### config.mk
export PLATFORM = sky130hd
export DESIGN_NAME = scad_decode
export DESIGN_NICKNAME = d
export VERILOG_FILES = /design/src/design/scad_pkg.sv /design/src/design/scad_sync.sv /design/src/design/scad_decode.sv
export SDC_FILE = /design/constraint.sdc
export NUM_CORES = 1
export LEC_CHECK = 0
export ABC_AREA = 0
export BUFFER_PORTS_ARGS = -buffer_cell sky130_fd_sc_hd__clkbuf_2
export CORE_ASPECT_RATIO = 2
export CORE_UTILIZATION = 46
export DETAILED_ROUTE_END_ITERATION = 16
export HOLD_SLACK_MARGIN = 0.15
export PLACE_DENSITY = 0.79
export SLEW_MARGIN = 5
export SYNTH_ARGS = -nofsm -noshare
export SYNTH_HDL_FRONTEND = slang
export SYNTH_SLANG_ARGS = --single-unit
export TNS_END_PERCENT = 20
### constraint.sdc
create_clock -name clk_in -period 3 [get_ports clk_in]
set_input_delay 0.45 -clock clk_in [delete_from_list [all_inputs] [get_ports clk_in]]
set_output_delay 0.45 -clock clk_in [all_outputs]
set_load 0.02 [all_outputs]
### src/design/scad_pkg.sv
// package for the command, address and mask decode of a dual-bank sdram
// assumes one rising-edge clock shared by every file that imports it
`default_nettype none
package scad_pkg;

  localparam int ADDR_W = 10;
  localparam int ROW_W = 11;
  localparam int DATA_W = 16;
  localparam int LANES = 2;
  localparam int FLAG_POS = 10;
  localparam int COL_TOP_X4 = 9;
  localparam int COL_TOP_X8 = 8;
  localparam int COL_TOP_X16 = 7;
  localparam int READ_MASK_LAT = 2;
  localparam int WRITE_MASK_LAT = 0;
  localparam int SYNC_STAGES = 2;
  localparam logic [1:0] RESET_OE = 2'h0;
  localparam logic [ROW_W-1:0] RESET_ROW = 11'h000;

  typedef enum logic [1:0] {ORG_X4, ORG_X8, ORG_X16} scad_org_e;

  typedef enum logic [3:0] {
    CMD_DESELECT, CMD_NOP, CMD_ACTIVATE, CMD_READ, CMD_WRITE,
    CMD_PRECHARGE, CMD_BURST_STOP, CMD_MODE_SET, CMD_REFRESH
  } scad_cmd_e;

  // pin levels as sampled at one rising edge
  typedef struct packed {
    logic select_n;
    logic row_strobe_n;
    logic col_strobe_n;
    logic write_en_n;
    logic precharge_flag_bit;
    logic bank_choose;
    logic [ADDR_W-1:0] addr;
    logic [LANES-1:0] mask;
    logic [DATA_W-1:0] data_lines;
  } scad_pins_s;

  localparam int PINS_W = $bits(scad_pins_s);

  function automatic scad_cmd_e scad_decode(input scad_pins_s p);
    logic [2:0] code;
    code = {p.row_strobe_n, p.col_strobe_n, p.write_en_n};
    if (p.select_n) begin
      return CMD_DESELECT;
    end
    unique case (code)
      3'h3: return CMD_ACTIVATE;
      3'h5: return CMD_READ;
      3'h4: return CMD_WRITE;
      3'h2: return CMD_PRECHARGE;
      3'h6: return CMD_BURST_STOP;
      3'h0: return CMD_MODE_SET;
      3'h1: return CMD_REFRESH;
      3'h7: return CMD_NOP;
    endcase
  endfunction

  function automatic logic [ADDR_W-1:0] scad_col_mask(input scad_org_e org);
    unique case (org)
      ORG_X4: return 10'h3ff;
      ORG_X8: return 10'h1ff;
      ORG_X16: return 10'h0ff;
      default: return 10'h0ff;
    endcase
  endfunction

endpackage
`default_nettype wire

### src/design/scad_sync.sv
// two-flop synchroniser for a bundle of pin levels
// assumes the pins are quasi-static around the sampling edge
`default_nettype none
module scad_sync #(
  parameter int W = 8
) (
  input wire logic clk_in,
  input wire logic rst_n_in,
  input wire logic [W-1:0] async_in,
  input wire logic [W-1:0] reset_val_in,
  output logic [W-1:0] sync_out
);
  logic [W-1:0] meta_reg;
  logic [W-1:0] sync_reg;
  logic [1:0] started_reg;

  // the async reset loads constants only; the idle value is muxed in below
  always_ff @(posedge clk_in or negedge rst_n_in) begin
    if (!rst_n_in) begin
      meta_reg <= '0;
      sync_reg <= '0;
      started_reg <= 2'h0;
    end else begin
      started_reg <= {started_reg[0], 1'b1};
      meta_reg <= async_in;
      sync_reg <= meta_reg;
    end
  end

  // idle value shows until the second flop holds a real pin sample
  assign sync_out = started_reg[1] ? sync_reg : reset_val_in;
endmodule
`default_nettype wire

### src/design/scad_decode.sv
// command, address and data-mask decode of a dual-bank sdram
// assumes pins come from an outside controller; burst sequencing elsewhere
//
// What this block does
// - every command, address and mask input is sampled on the rising edge.
// - row strobe, column strobe and write enable together pick the command.
// - fixed encodings for activate, read, write, precharge, stop, mode, nop.
// - activate latches the row from address bits 0 to 10.
// - read or write takes the column from low bits; top bit per width.
// - flag bit high on read or write asks for auto precharge.
// - auto precharge hits the bank named by the bank-choose input.
// - precharge with flag bit high closes both banks.
// - precharge with flag bit low closes the chosen bank, plus the other if its auto precharge ends in that cycle.
// - bank-choose low picks bank a, high picks bank b.
// - read mask high disables data outputs two cycles later.
// - write mask acts at once, blocking data sampled on that edge.
`default_nettype none
module scad_decode
  import scad_pkg::*;
#(
  parameter scad_org_e ORG = ORG_X16
) (
  input wire logic clk_in,
  input wire logic rst_n_in,
  input wire logic device_select_n_in,
  input wire logic row_strobe_n_in,
  input wire logic col_strobe_n_in,
  input wire logic write_en_n_in,
  input wire logic [ADDR_W-1:0] addr_in,
  input wire logic precharge_flag_bit_in,
  input wire logic bank_choose_in,
  input wire logic lower_byte_mask_in,
  input wire logic upper_byte_mask_in,
  input wire logic [DATA_W-1:0] data_lines_in,
  input wire logic burst_end_in,
  input wire logic read_active_in,
  input wire logic write_active_in,
  output logic [3:0] cmd_out,
  output logic activate_out,
  output logic read_out,
  output logic write_out,
  output logic [ROW_W-1:0] row_out,
  output logic [ADDR_W-1:0] column_out,
  output logic bank_out,
  output logic auto_precharge_out,
  output logic precharge_a_out,
  output logic precharge_b_out,
  output logic [LANES-1:0] dq_oe_out,
  output logic [LANES-1:0] write_byte_en_out,
  output logic [DATA_W-1:0] write_data_out
);

  typedef struct packed {
    scad_cmd_e cmd;
    logic act;
    logic rd;
    logic wr;
    logic [ROW_W-1:0] row;
    logic [ADDR_W-1:0] col;
    logic bank;
    logic auto_pre;
    logic pre_a;
    logic pre_b;
    logic pend_a;
    logic pend_b;
    logic [LANES-1:0] oe_pipe;
    logic [LANES-1:0] oe;
    logic [LANES-1:0] wr_en;
    logic [DATA_W-1:0] wr_data;
  } scad_state_s;

  localparam scad_state_s RESET_STATE = '{
    cmd: CMD_DESELECT, row: RESET_ROW, oe_pipe: RESET_OE, oe: RESET_OE,
    default: '0};

  scad_pins_s raw_pins;
  scad_pins_s smp;
  scad_pins_s idle_pins;
  logic [PINS_W-1:0] smp_bits;
  scad_cmd_e cmd_now;
  scad_state_s state_reg;
  scad_state_s state_next;

  assign raw_pins = '{select_n: device_select_n_in,
    row_strobe_n: row_strobe_n_in, col_strobe_n: col_strobe_n_in,
    write_en_n: write_en_n_in, precharge_flag_bit: precharge_flag_bit_in,
    bank_choose: bank_choose_in, addr: addr_in,
    mask: {upper_byte_mask_in, lower_byte_mask_in},
    data_lines: data_lines_in};

  // idle pins: deselected, masks high, so nothing fires right after reset
  assign idle_pins = '{select_n: 1'b1, row_strobe_n: 1'b1,
    col_strobe_n: 1'b1, write_en_n: 1'b1, mask: {LANES{1'b1}},
    default: '0};

  scad_sync #(.W(PINS_W)) u_sync (
    .clk_in(clk_in),
    .rst_n_in(rst_n_in),
    .async_in(raw_pins),
    .reset_val_in(idle_pins),
    .sync_out(smp_bits)
  );

  assign smp = scad_pins_s'(smp_bits);
  assign cmd_now = scad_decode(smp);

  always_comb begin
    state_next = state_reg;
    state_next.cmd = cmd_now;
    state_next.act = 1'b0;
    state_next.rd = 1'b0;
    state_next.wr = 1'b0;
    state_next.pre_a = 1'b0;
    state_next.pre_b = 1'b0;
    // pending auto precharge finishes even while deselected
    if (burst_end_in) begin
      state_next.pre_a = state_reg.pend_a;
      state_next.pre_b = state_reg.pend_b;
      state_next.pend_a = 1'b0;
      state_next.pend_b = 1'b0;
    end
    unique case (cmd_now)
      CMD_ACTIVATE: begin
        state_next.act = 1'b1;
        state_next.row = {smp.precharge_flag_bit, smp.addr};
        state_next.bank = smp.bank_choose;
      end
      CMD_READ, CMD_WRITE: begin
        state_next.rd = (cmd_now == CMD_READ);
        state_next.wr = (cmd_now == CMD_WRITE);
        state_next.col = smp.addr & scad_col_mask(ORG);
        state_next.bank = smp.bank_choose;
        state_next.auto_pre = smp.precharge_flag_bit;
        // a new request wins over the clear at burst end
        if (smp.precharge_flag_bit && !smp.bank_choose) begin
          state_next.pend_a = 1'b1;
        end
        if (smp.precharge_flag_bit && smp.bank_choose) begin
          state_next.pend_b = 1'b1;
        end
      end
      CMD_PRECHARGE: begin
        state_next.bank = smp.bank_choose;
        if (smp.precharge_flag_bit) begin
          state_next.pre_a = 1'b1;
          state_next.pre_b = 1'b1;
        end else if (smp.bank_choose) begin
          state_next.pre_b = 1'b1;
        end else begin
          state_next.pre_a = 1'b1;
        end
      end
      default: begin
      end
    endcase
    // read mask: first stage holds the sample, second drives the buffers
    state_next.oe_pipe = ~smp.mask;
    state_next.oe = state_reg.oe_pipe & {LANES{read_active_in}};
    // write mask gates data sampled on the same edge
    state_next.wr_en = ~smp.mask & {LANES{write_active_in}};
    state_next.wr_data = smp.data_lines;
  end

  always_ff @(posedge clk_in or negedge rst_n_in) begin
    if (!rst_n_in) begin
      state_reg <= RESET_STATE;
    end else begin
      state_reg <= state_next;
    end
  end

  assign cmd_out = state_reg.cmd;
  assign activate_out = state_reg.act;
  assign read_out = state_reg.rd;
  assign write_out = state_reg.wr;
  assign row_out = state_reg.row;
  assign column_out = state_reg.col;
  assign bank_out = state_reg.bank;
  assign auto_precharge_out = state_reg.auto_pre;
  assign precharge_a_out = state_reg.pre_a;
  assign precharge_b_out = state_reg.pre_b;
  assign dq_oe_out = state_reg.oe;
  assign write_byte_en_out = state_reg.wr_en;
  assign write_data_out = state_reg.wr_data;

  property p_cmd_sampled;
    @(posedge clk_in) disable iff (!rst_n_in)
      1'b1 |=> cmd_out == 4'($past(scad_decode(smp)));
  endproperty
  a_cmd_sampled: assert property (p_cmd_sampled)
    else $error("command output does not match sampled pins");

  property p_deselect_ignored;
    @(posedge clk_in) disable iff (!rst_n_in)
      smp.select_n |=> !activate_out && !read_out && !write_out;
  endproperty
  a_deselect_ignored: assert property (p_deselect_ignored)
    else $error("command taken while deselected");

  property p_row_latch;
    @(posedge clk_in) disable iff (!rst_n_in)
      cmd_now == CMD_ACTIVATE |=> activate_out &&
        row_out == $past({smp.precharge_flag_bit, smp.addr}) &&
        bank_out == $past(smp.bank_choose);
  endproperty
  a_row_latch: assert property (p_row_latch)
    else $error("row or bank not latched on activate");

  property p_column;
    @(posedge clk_in) disable iff (!rst_n_in)
      cmd_now inside {CMD_READ, CMD_WRITE} |=>
        column_out == ($past(smp.addr) & scad_col_mask(ORG)) &&
        auto_precharge_out == $past(smp.precharge_flag_bit);
  endproperty
  a_column: assert property (p_column)
    else $error("column or auto precharge flag wrong");

  property p_auto_bank;
    @(posedge clk_in) disable iff (!rst_n_in)
      cmd_now inside {CMD_READ, CMD_WRITE} && smp.precharge_flag_bit &&
      smp.bank_choose ##1 burst_end_in |=> precharge_b_out;
  endproperty
  a_auto_bank: assert property (p_auto_bank)
    else $error("auto precharge missed bank b");

  property p_pre_all;
    @(posedge clk_in) disable iff (!rst_n_in)
      cmd_now == CMD_PRECHARGE && smp.precharge_flag_bit |=>
        precharge_a_out && precharge_b_out;
  endproperty
  a_pre_all: assert property (p_pre_all)
    else $error("precharge all did not close both banks");

  property p_pre_one;
    @(posedge clk_in) disable iff (!rst_n_in)
      cmd_now == CMD_PRECHARGE && !smp.precharge_flag_bit &&
      !smp.bank_choose && !(burst_end_in && state_reg.pend_b) |=>
        precharge_a_out && !precharge_b_out;
  endproperty
  a_pre_one: assert property (p_pre_one)
    else $error("single precharge closed wrong bank");

  property p_read_mask;
    @(posedge clk_in) disable iff (!rst_n_in)
      smp.mask[0] |-> ##2 !dq_oe_out[0];
  endproperty
  a_read_mask: assert property (p_read_mask)
    else $error("output not disabled two cycles after mask");

  property p_read_unmask;
    @(posedge clk_in) disable iff (!rst_n_in)
      !smp.mask[1] ##1 read_active_in |=> dq_oe_out[1];
  endproperty
  a_read_unmask: assert property (p_read_unmask)
    else $error("output not enabled with mask low");

  property p_write_mask;
    @(posedge clk_in) disable iff (!rst_n_in)
      write_active_in |=> write_byte_en_out == $past(~smp.mask) &&
        write_data_out == $past(smp.data_lines);
  endproperty
  a_write_mask: assert property (p_write_mask)
    else $error("write mask not applied on same edge");

  c_activate: cover property (@(posedge clk_in) disable iff (!rst_n_in)
    activate_out ##[1:8] read_out);
  c_auto_pre: cover property (@(posedge clk_in) disable iff (!rst_n_in)
    write_out && auto_precharge_out ##[1:20] precharge_a_out);
  c_read_mask: cover property (@(posedge clk_in) disable iff (!rst_n_in)
    dq_oe_out[0] ##1 !dq_oe_out[0]);

endmodule
`default_nettype wire

==> Word-level counts from Yosys, hierarchy flattened <==
Memories as Yosys holds them, arrays and structs flattened.
Index checks and enable logic that the tools add are counted.
{ "totals": {"register_bits": 124, "rom_bits": 32, "in_bits": 39, "elab_cells": 46, "n_memories": 1} }
{ "op_classes": {"eq_ne": 4, "n_mux": 14, "bitwise": 3, "reduce_logical": 5} }
{ "memory_table": {"columns": ["memory", "words", "word_bits", "rd", "rd_clocked_by_memory_dff", "wr", "line_no", "source"], "rows": [
  ["(no name shown)", 8, 4, 1, 0, 0, "scad_pkg.sv:48", "unique case (code)"]
]} }
{ "ops": {"columns": ["operator", "count"], "rows": [
  ["two-way mux 34 bit", 1],
  ["two-way mux 4 bit", 3],
  ["== test 4 x 2 -> 1 bit, second input constant", 2],
  ["== test 4 x 3 -> 1 bit, second input constant", 2],
  ["two-way mux 2 bit", 4],
  ["two-way mux 1 bit", 6],
  ["AND 2 bit", 2],
  ["OR reduction 4 bit", 1],
  ["logical AND 1 bit", 2],
  ["NOT 2 bit", 1],
  ["OR reduction 2 bit", 1],
  ["zero test 1 bit", 1]
]} }

==> Logic depth before layout (Yosys ltp) <==
{ "logic_depth": {"ltp_word": 6, "depth_mapped": 8} }

==> By module <==
Synthesis repeated with hierarchy kept, for this count alone.
{ "hier_totals": {"hier_cells": 273, "hier_area_um2": 4555.6} }
{ "by_module_without_submodules": {"columns": ["mod", "n_inst", "cells_per_inst", "area_per_inst_um2"], "rows": [
  ["scad_sync", 1, 109, 2322.2],
  ["scad_decode", 1, 164, 2233.4]
]} }

==> Worst setup path before layout <==
Ideal clock, no wire load.
{ "synth_timing": {"path_type": "reg2reg", "startpoint": "reg u_sync.started_reg[1]", "endpoint": "reg state_reg (netlist bit column_out[0])", "arrival_time_ns": 1.954, "t_required_ns": 2.875, "slack_ns": 0.921, "stages_incl_launch_ff": 9, "period_less_slack_ns": 2.079, "cell_sequence": "dfrtp_1 buf_2 clkbuf_1 nor2b_1 ha_1 xor2_2 and2_4 buf_12 mux2_4"} }
{ "synth_between": {"elab_chain_cells": 5, "word_cells_on_any_way": 7, "cone_classes": "2 x eq/ne; 3 x mux; 1 x reduce/logical; 1 x memory"} }
{ "synth_rtl": {"columns": ["item", "line_no", "source"], "rows": [
  ["from (decl)", "scad_sync.sv:15", "logic [1:0] started_reg;"],
  ["from (signal assigned)", "scad_sync.sv:24", "started_reg <= {started_reg[0], 1'b1};"],
  ["two-way mux 34 bit (*)", "scad_sync.sv:31", "assign sync_out = started_reg[1] ? sync_reg : reset_val_in;"],
  ["memory (8 x 4 bit) or two-way mux 1 bit (tied branches)", null, null],
  ["two-way mux 4 bit", "scad_pkg.sv:48", null],
  ["== test 4 x 2 -> 1 bit or == test 4 x 3 -> 1 bit (tied branches)", "scad_decode.sv:122", "unique case (cmd_now)"],
  ["OR reduction 2 bit", "scad_decode.sv:122", null],
  ["to (signal assigned)", "scad_decode.sv:168", "state_reg <= state_next;"],
  ["to (decl)", "scad_decode.sv:81", "scad_state_s state_reg;"]
]} }
Every way passes the cells marked *; elsewhere a longest branch is shown, timed or not.
A chain may end at the register's enable or synchronous reset.

==> Worst setup path in the final report <==
{ "layout_timing": {"startpoint": "reg u_sync.started_reg[1]", "endpoint": "reg state_reg (netlist bit row_out[4])"} }
{ "layout_between": {"elab_chain_cells": 4, "word_cells_on_any_way": 5, "cone_classes": "1 x eq/ne; 3 x mux; 1 x memory"} }
{ "layout_rtl": {"columns": ["item", "line_no"], "rows": [
  ["two-way mux 34 bit (*)", "scad_sync.sv:31"],
  ["memory (8 x 4 bit) or two-way mux 1 bit (tied branches)", null],
  ["two-way mux 4 bit", "scad_pkg.sv:48"],
  ["== test 4 x 2 -> 1 bit", "scad_decode.sv:122"]
]} }
Marks and branches as above.

==> metrics.md <==
| Metric | Value |
|---|---|
| Crit path buf inv count | 0 |
| Vias | 2164 |
| Clk root buf | clkbuf_16 |
| Final Instance Area | 5340 µm² |
| Ports | 91 |
| Syn-to-layout area delta | 26.5% |
| CP Cell Sequence | nor2b_1 -> ha_1 -> nand4_2 -> mux2_2 |
| Initial DRC count | 80 |
| RSZ-0062 raised after global routing | false |
| Fillers | 689 |
| Resized cells post-CTS | 0 |
| Post-layout min period | 2.09 ns |
| Clk pin slew, worst setup/hold paths | 0.06 ns |
| Die height | 137 µm |
| Setup bufs post-CTS | 0 |
| Combinational share of power | 9.9% |
| Sequential share of power | 45.2% |
| Top cell type's share of synthesized area | 73.6% |
| Initial antenna violation count | 0 |
| Final net count | 406 |
| Worst setup EP type | flip-flop |
| Drt pass-1 iters | 4 |
| Type of origin of the critical path | flip-flop |
| Leakage | 2.69 nW |
| Switching power | 1.06 mW |
| MaxCap Viol Count | 0 |
| Starting Density | 47.1% |
| Crit-path leading delay family | simple AND/OR/NAND/NOR gates |
| DIE AREA | 9580 µm² |
| Worst Path Required | 3.29 ns |
| #FFs+latches synth | 124 |
| # setup viols final | 0 |
| # diodes | 0 |
| Clk_lat worst skew | 0.41 ns |
| Internal power | 3.06 mW |
| Area of the multi-input gates | 693 µm² |
| Pwr Density | 773 nW/µm² |
| GR Overflow Total | 0 |
| Residual DRC count | 0 |
| Gr usage total | 15.6% |
| Htree depth | 4 |
| Clk network pwr share | 44.9% |
| Hold WC Path Type | in2reg |
| Drt via density | 4.50 |
| Syn Std Cell Area | 4220 µm² |
| VDD IR max | 549 µV |
| Register area | 3100 µm² |
| TritonCTS clock tree | built |
| Ys Warns | 0 |
| Slew of the pin with the lowest slew margin | 0.668 ns |
| Slowest cell on the critical path | dfrtp_1 |
| CORE AREA | 8950 µm² |
| Syn Inst Count | 272 |
| Die Width | 69.7 µm |
| Share of cells above drive strength 1 | 37.7% |
| Max clock buf depth | 2 |
| Crit Path Class | reg2reg |
| Pin count of the biggest net entering global routing | 53 |
| Netlist cell types | 31 |
| CTS Buf Count | 17 |
| Syn Area/Cell | 15.5 µm² |
| Routability congestion estimate | 0.711 |
| WL/cell | 14.0 µm |
| Routed WL | 6.75 mm |
| Fmax | 0.478 GHz |
| Setup TNS | 0 ns |
| Sw frac | 25.8% |
| Register area share after synthesis | 73.6% |
| Hold slack final | 0.168 ns |
| Top cells by area, synth | dfrtp_1 (74%), buf_4 (8.0%), and2_1 (4.2%) |
| Vias in the first global route | 2218 |
| Clock Skews | 0.00701 ns |
| Status | completed |
| Worst Path Max Fanout | 16 |
| WP data arrival | 2.38 ns |
| # clock sinks | 124 |
| Max incr delay on CP | 0.52 ns |
| Worst slew margin | 55.4% |
| Fin. max-slew vios | 0 |
| DP Area | 4440 µm² |
| Fin. Hold Viols | 0 |
| Row count | 49 |
| ANT nets after route | 0 |
| DPL Wire Length | 4.56 mm |
| Dominant cell type by area after synthesis | dfrtp_1 |
| Input/output buffers | 88 |
| First-pass GRT wire length | 10.7 mm |
| Post-route clock period utilization | 69.8% |
path summary, 6_finish.rpt:
kind	cells past startpoint	endpoint	slack [ns]	start
max reg2reg	4	row_out[4]$_DFFE_PN0P_	0.91	u_sync.started_reg[1]$_DFF_PN0_
min	1	u_sync.meta_reg[30]$_DFF_PN0_	0.17	write_en_n_in
max	4	row_out[4]$_DFFE_PN0P_	0.91	u_sync.started_reg[1]$_DFF_PN0_
max in group asynchronous	3	u_sync.meta_reg[18]$_DFF_PN0_	1.67	rst_n_in
min in group asynchronous	2	activate_out$_DFF_PN0_	0.62	rst_n_in
min reg2reg	0	u_sync.started_reg[1]$_DFF_PN0_	0.34	u_sync.started_reg[0]$_DFF_PN0_
cells in the mapped netlist:
cell and count:
nor2b_1 3, and3_1 1, mux2i_1 6, inv_1 9, mux2_2 8, ha_1 1
clkbuf_1 3, o32ai_1 2, nand4_2 1, nand2_1 7, and2_1 28, nor3b_1 2
nor2_1 4, xnor2_1 1, buf_12 1, and2b_1 1, nand2b_1 2, and3b_1 1
buf_2 2, nand3b_1 1, xor2_2 1, nor4b_1 1, mux2_4 8, and4b_1 1
and2_4 1, buf_6 1, buf_4 45, conb_1 2, o21ai_0 3, dfrtp_1 124
xor2_1 1
power groups by stage:
| stage | Combinational [mW] | Sequential (mW) | Clock, mW |
|---|---|---|---|
| 6_report | 0.408 | 1.86 | 1.85 |
| 5_1_grt | 0.440 | 1.88 | 1.99 |
| 4_1_cts | 0.414 | 1.87 | 1.90 |
| 3_5_place_dp | 0.380 | 1.89 | 0 |
| 3_3_place_gp | 0.367 | 1.89 | 0 |
| 2_1_floorplan | 0.321 | 1.88 | 0 |
logic make-up after synthesis:
group	after synthesis	share of synthesized area, %
AO/OA/AOI/OAI	5	0.771
multiplexers	22	6.41
adder cells (fa/ha/maj)	1	0.297
other	2	0.178
flip-flops	124	73.6
XOR/XNOR	3	0.801
AND/OR/NAND/NOR	54	7.89
buffers and inverters	61	10.1
what timing repair did:
item	4_1_cts	5_1_grt
hold buffers	33	1
hold endpoints to repair	81	1
endpoints found under the setup margin	0	0
layout by cell type, fill, tap and decap left out, drive strengths merged:
master / Yosys / layout
o32ai: 2 / 2
and2b: 1 / 1
xnor2: 1 / 1
clkinvlp: 0 / 3
nor4b: 1 / 1
dfrtp: 124 / 124
and2: 29 / 29
and4b: 1 / 1
nor2: 4 / 4
nor2b: 3 / 3
nand2b: 2 / 2
clkinv: 0 / 5
nor3b: 2 / 2
mux2: 16 / 16
nand4: 1 / 1
xor2: 2 / 2
nand2: 7 / 7
and3b: 1 / 1
nand3b: 1 / 1
and3: 1 / 1
o21ai: 3 / 3
inv: 9 / 16
conb: 2 / 3
clkbuf: 3 / 104
buf: 49 / 5
mux2i: 6 / 6
dlygate4sd3: 0 / 34
ha: 1 / 1
stage by stage:
| step | total power, mW | util (%) | setup WS, ns | instances |
|---|---|---|---|---|
| after floorplan | 2.20 | - | 0.921 | 273 |
| after global placement | 2.26 | 49.6 | 0.991 | 415 |
| after detailed placement | 2.27 | 49.6 | 0.921 | 415 |
| after CTS | 4.18 | 59.5 | 0.891 | 480 |
| after global routing | 4.31 | 59.6 | 0.768 | 481 |
| final | 4.12 | 59.6 | 0.907 | 481 |
per-layer routing:
metal	vias up	share of wire, %	GRT usage, %
met3	16	4.6	6.00
met1	1081	36	15.5
met5	-	0	0
met4	0	2.8	10.2
li1	1004	-	-
met2	63	57	26.7
final cells by class:
cell class                 instances  share of cell area, %
clock inverter                    15                   2.37
inverter                           9                  0.633
tap                              102                   2.39
timing repair buffer             126                   15.5
sequential                       124                   58.2
clock buffer                      17                   7.97
multi-input combinational         88                   13.0
(Power assumes the default switching activity.)
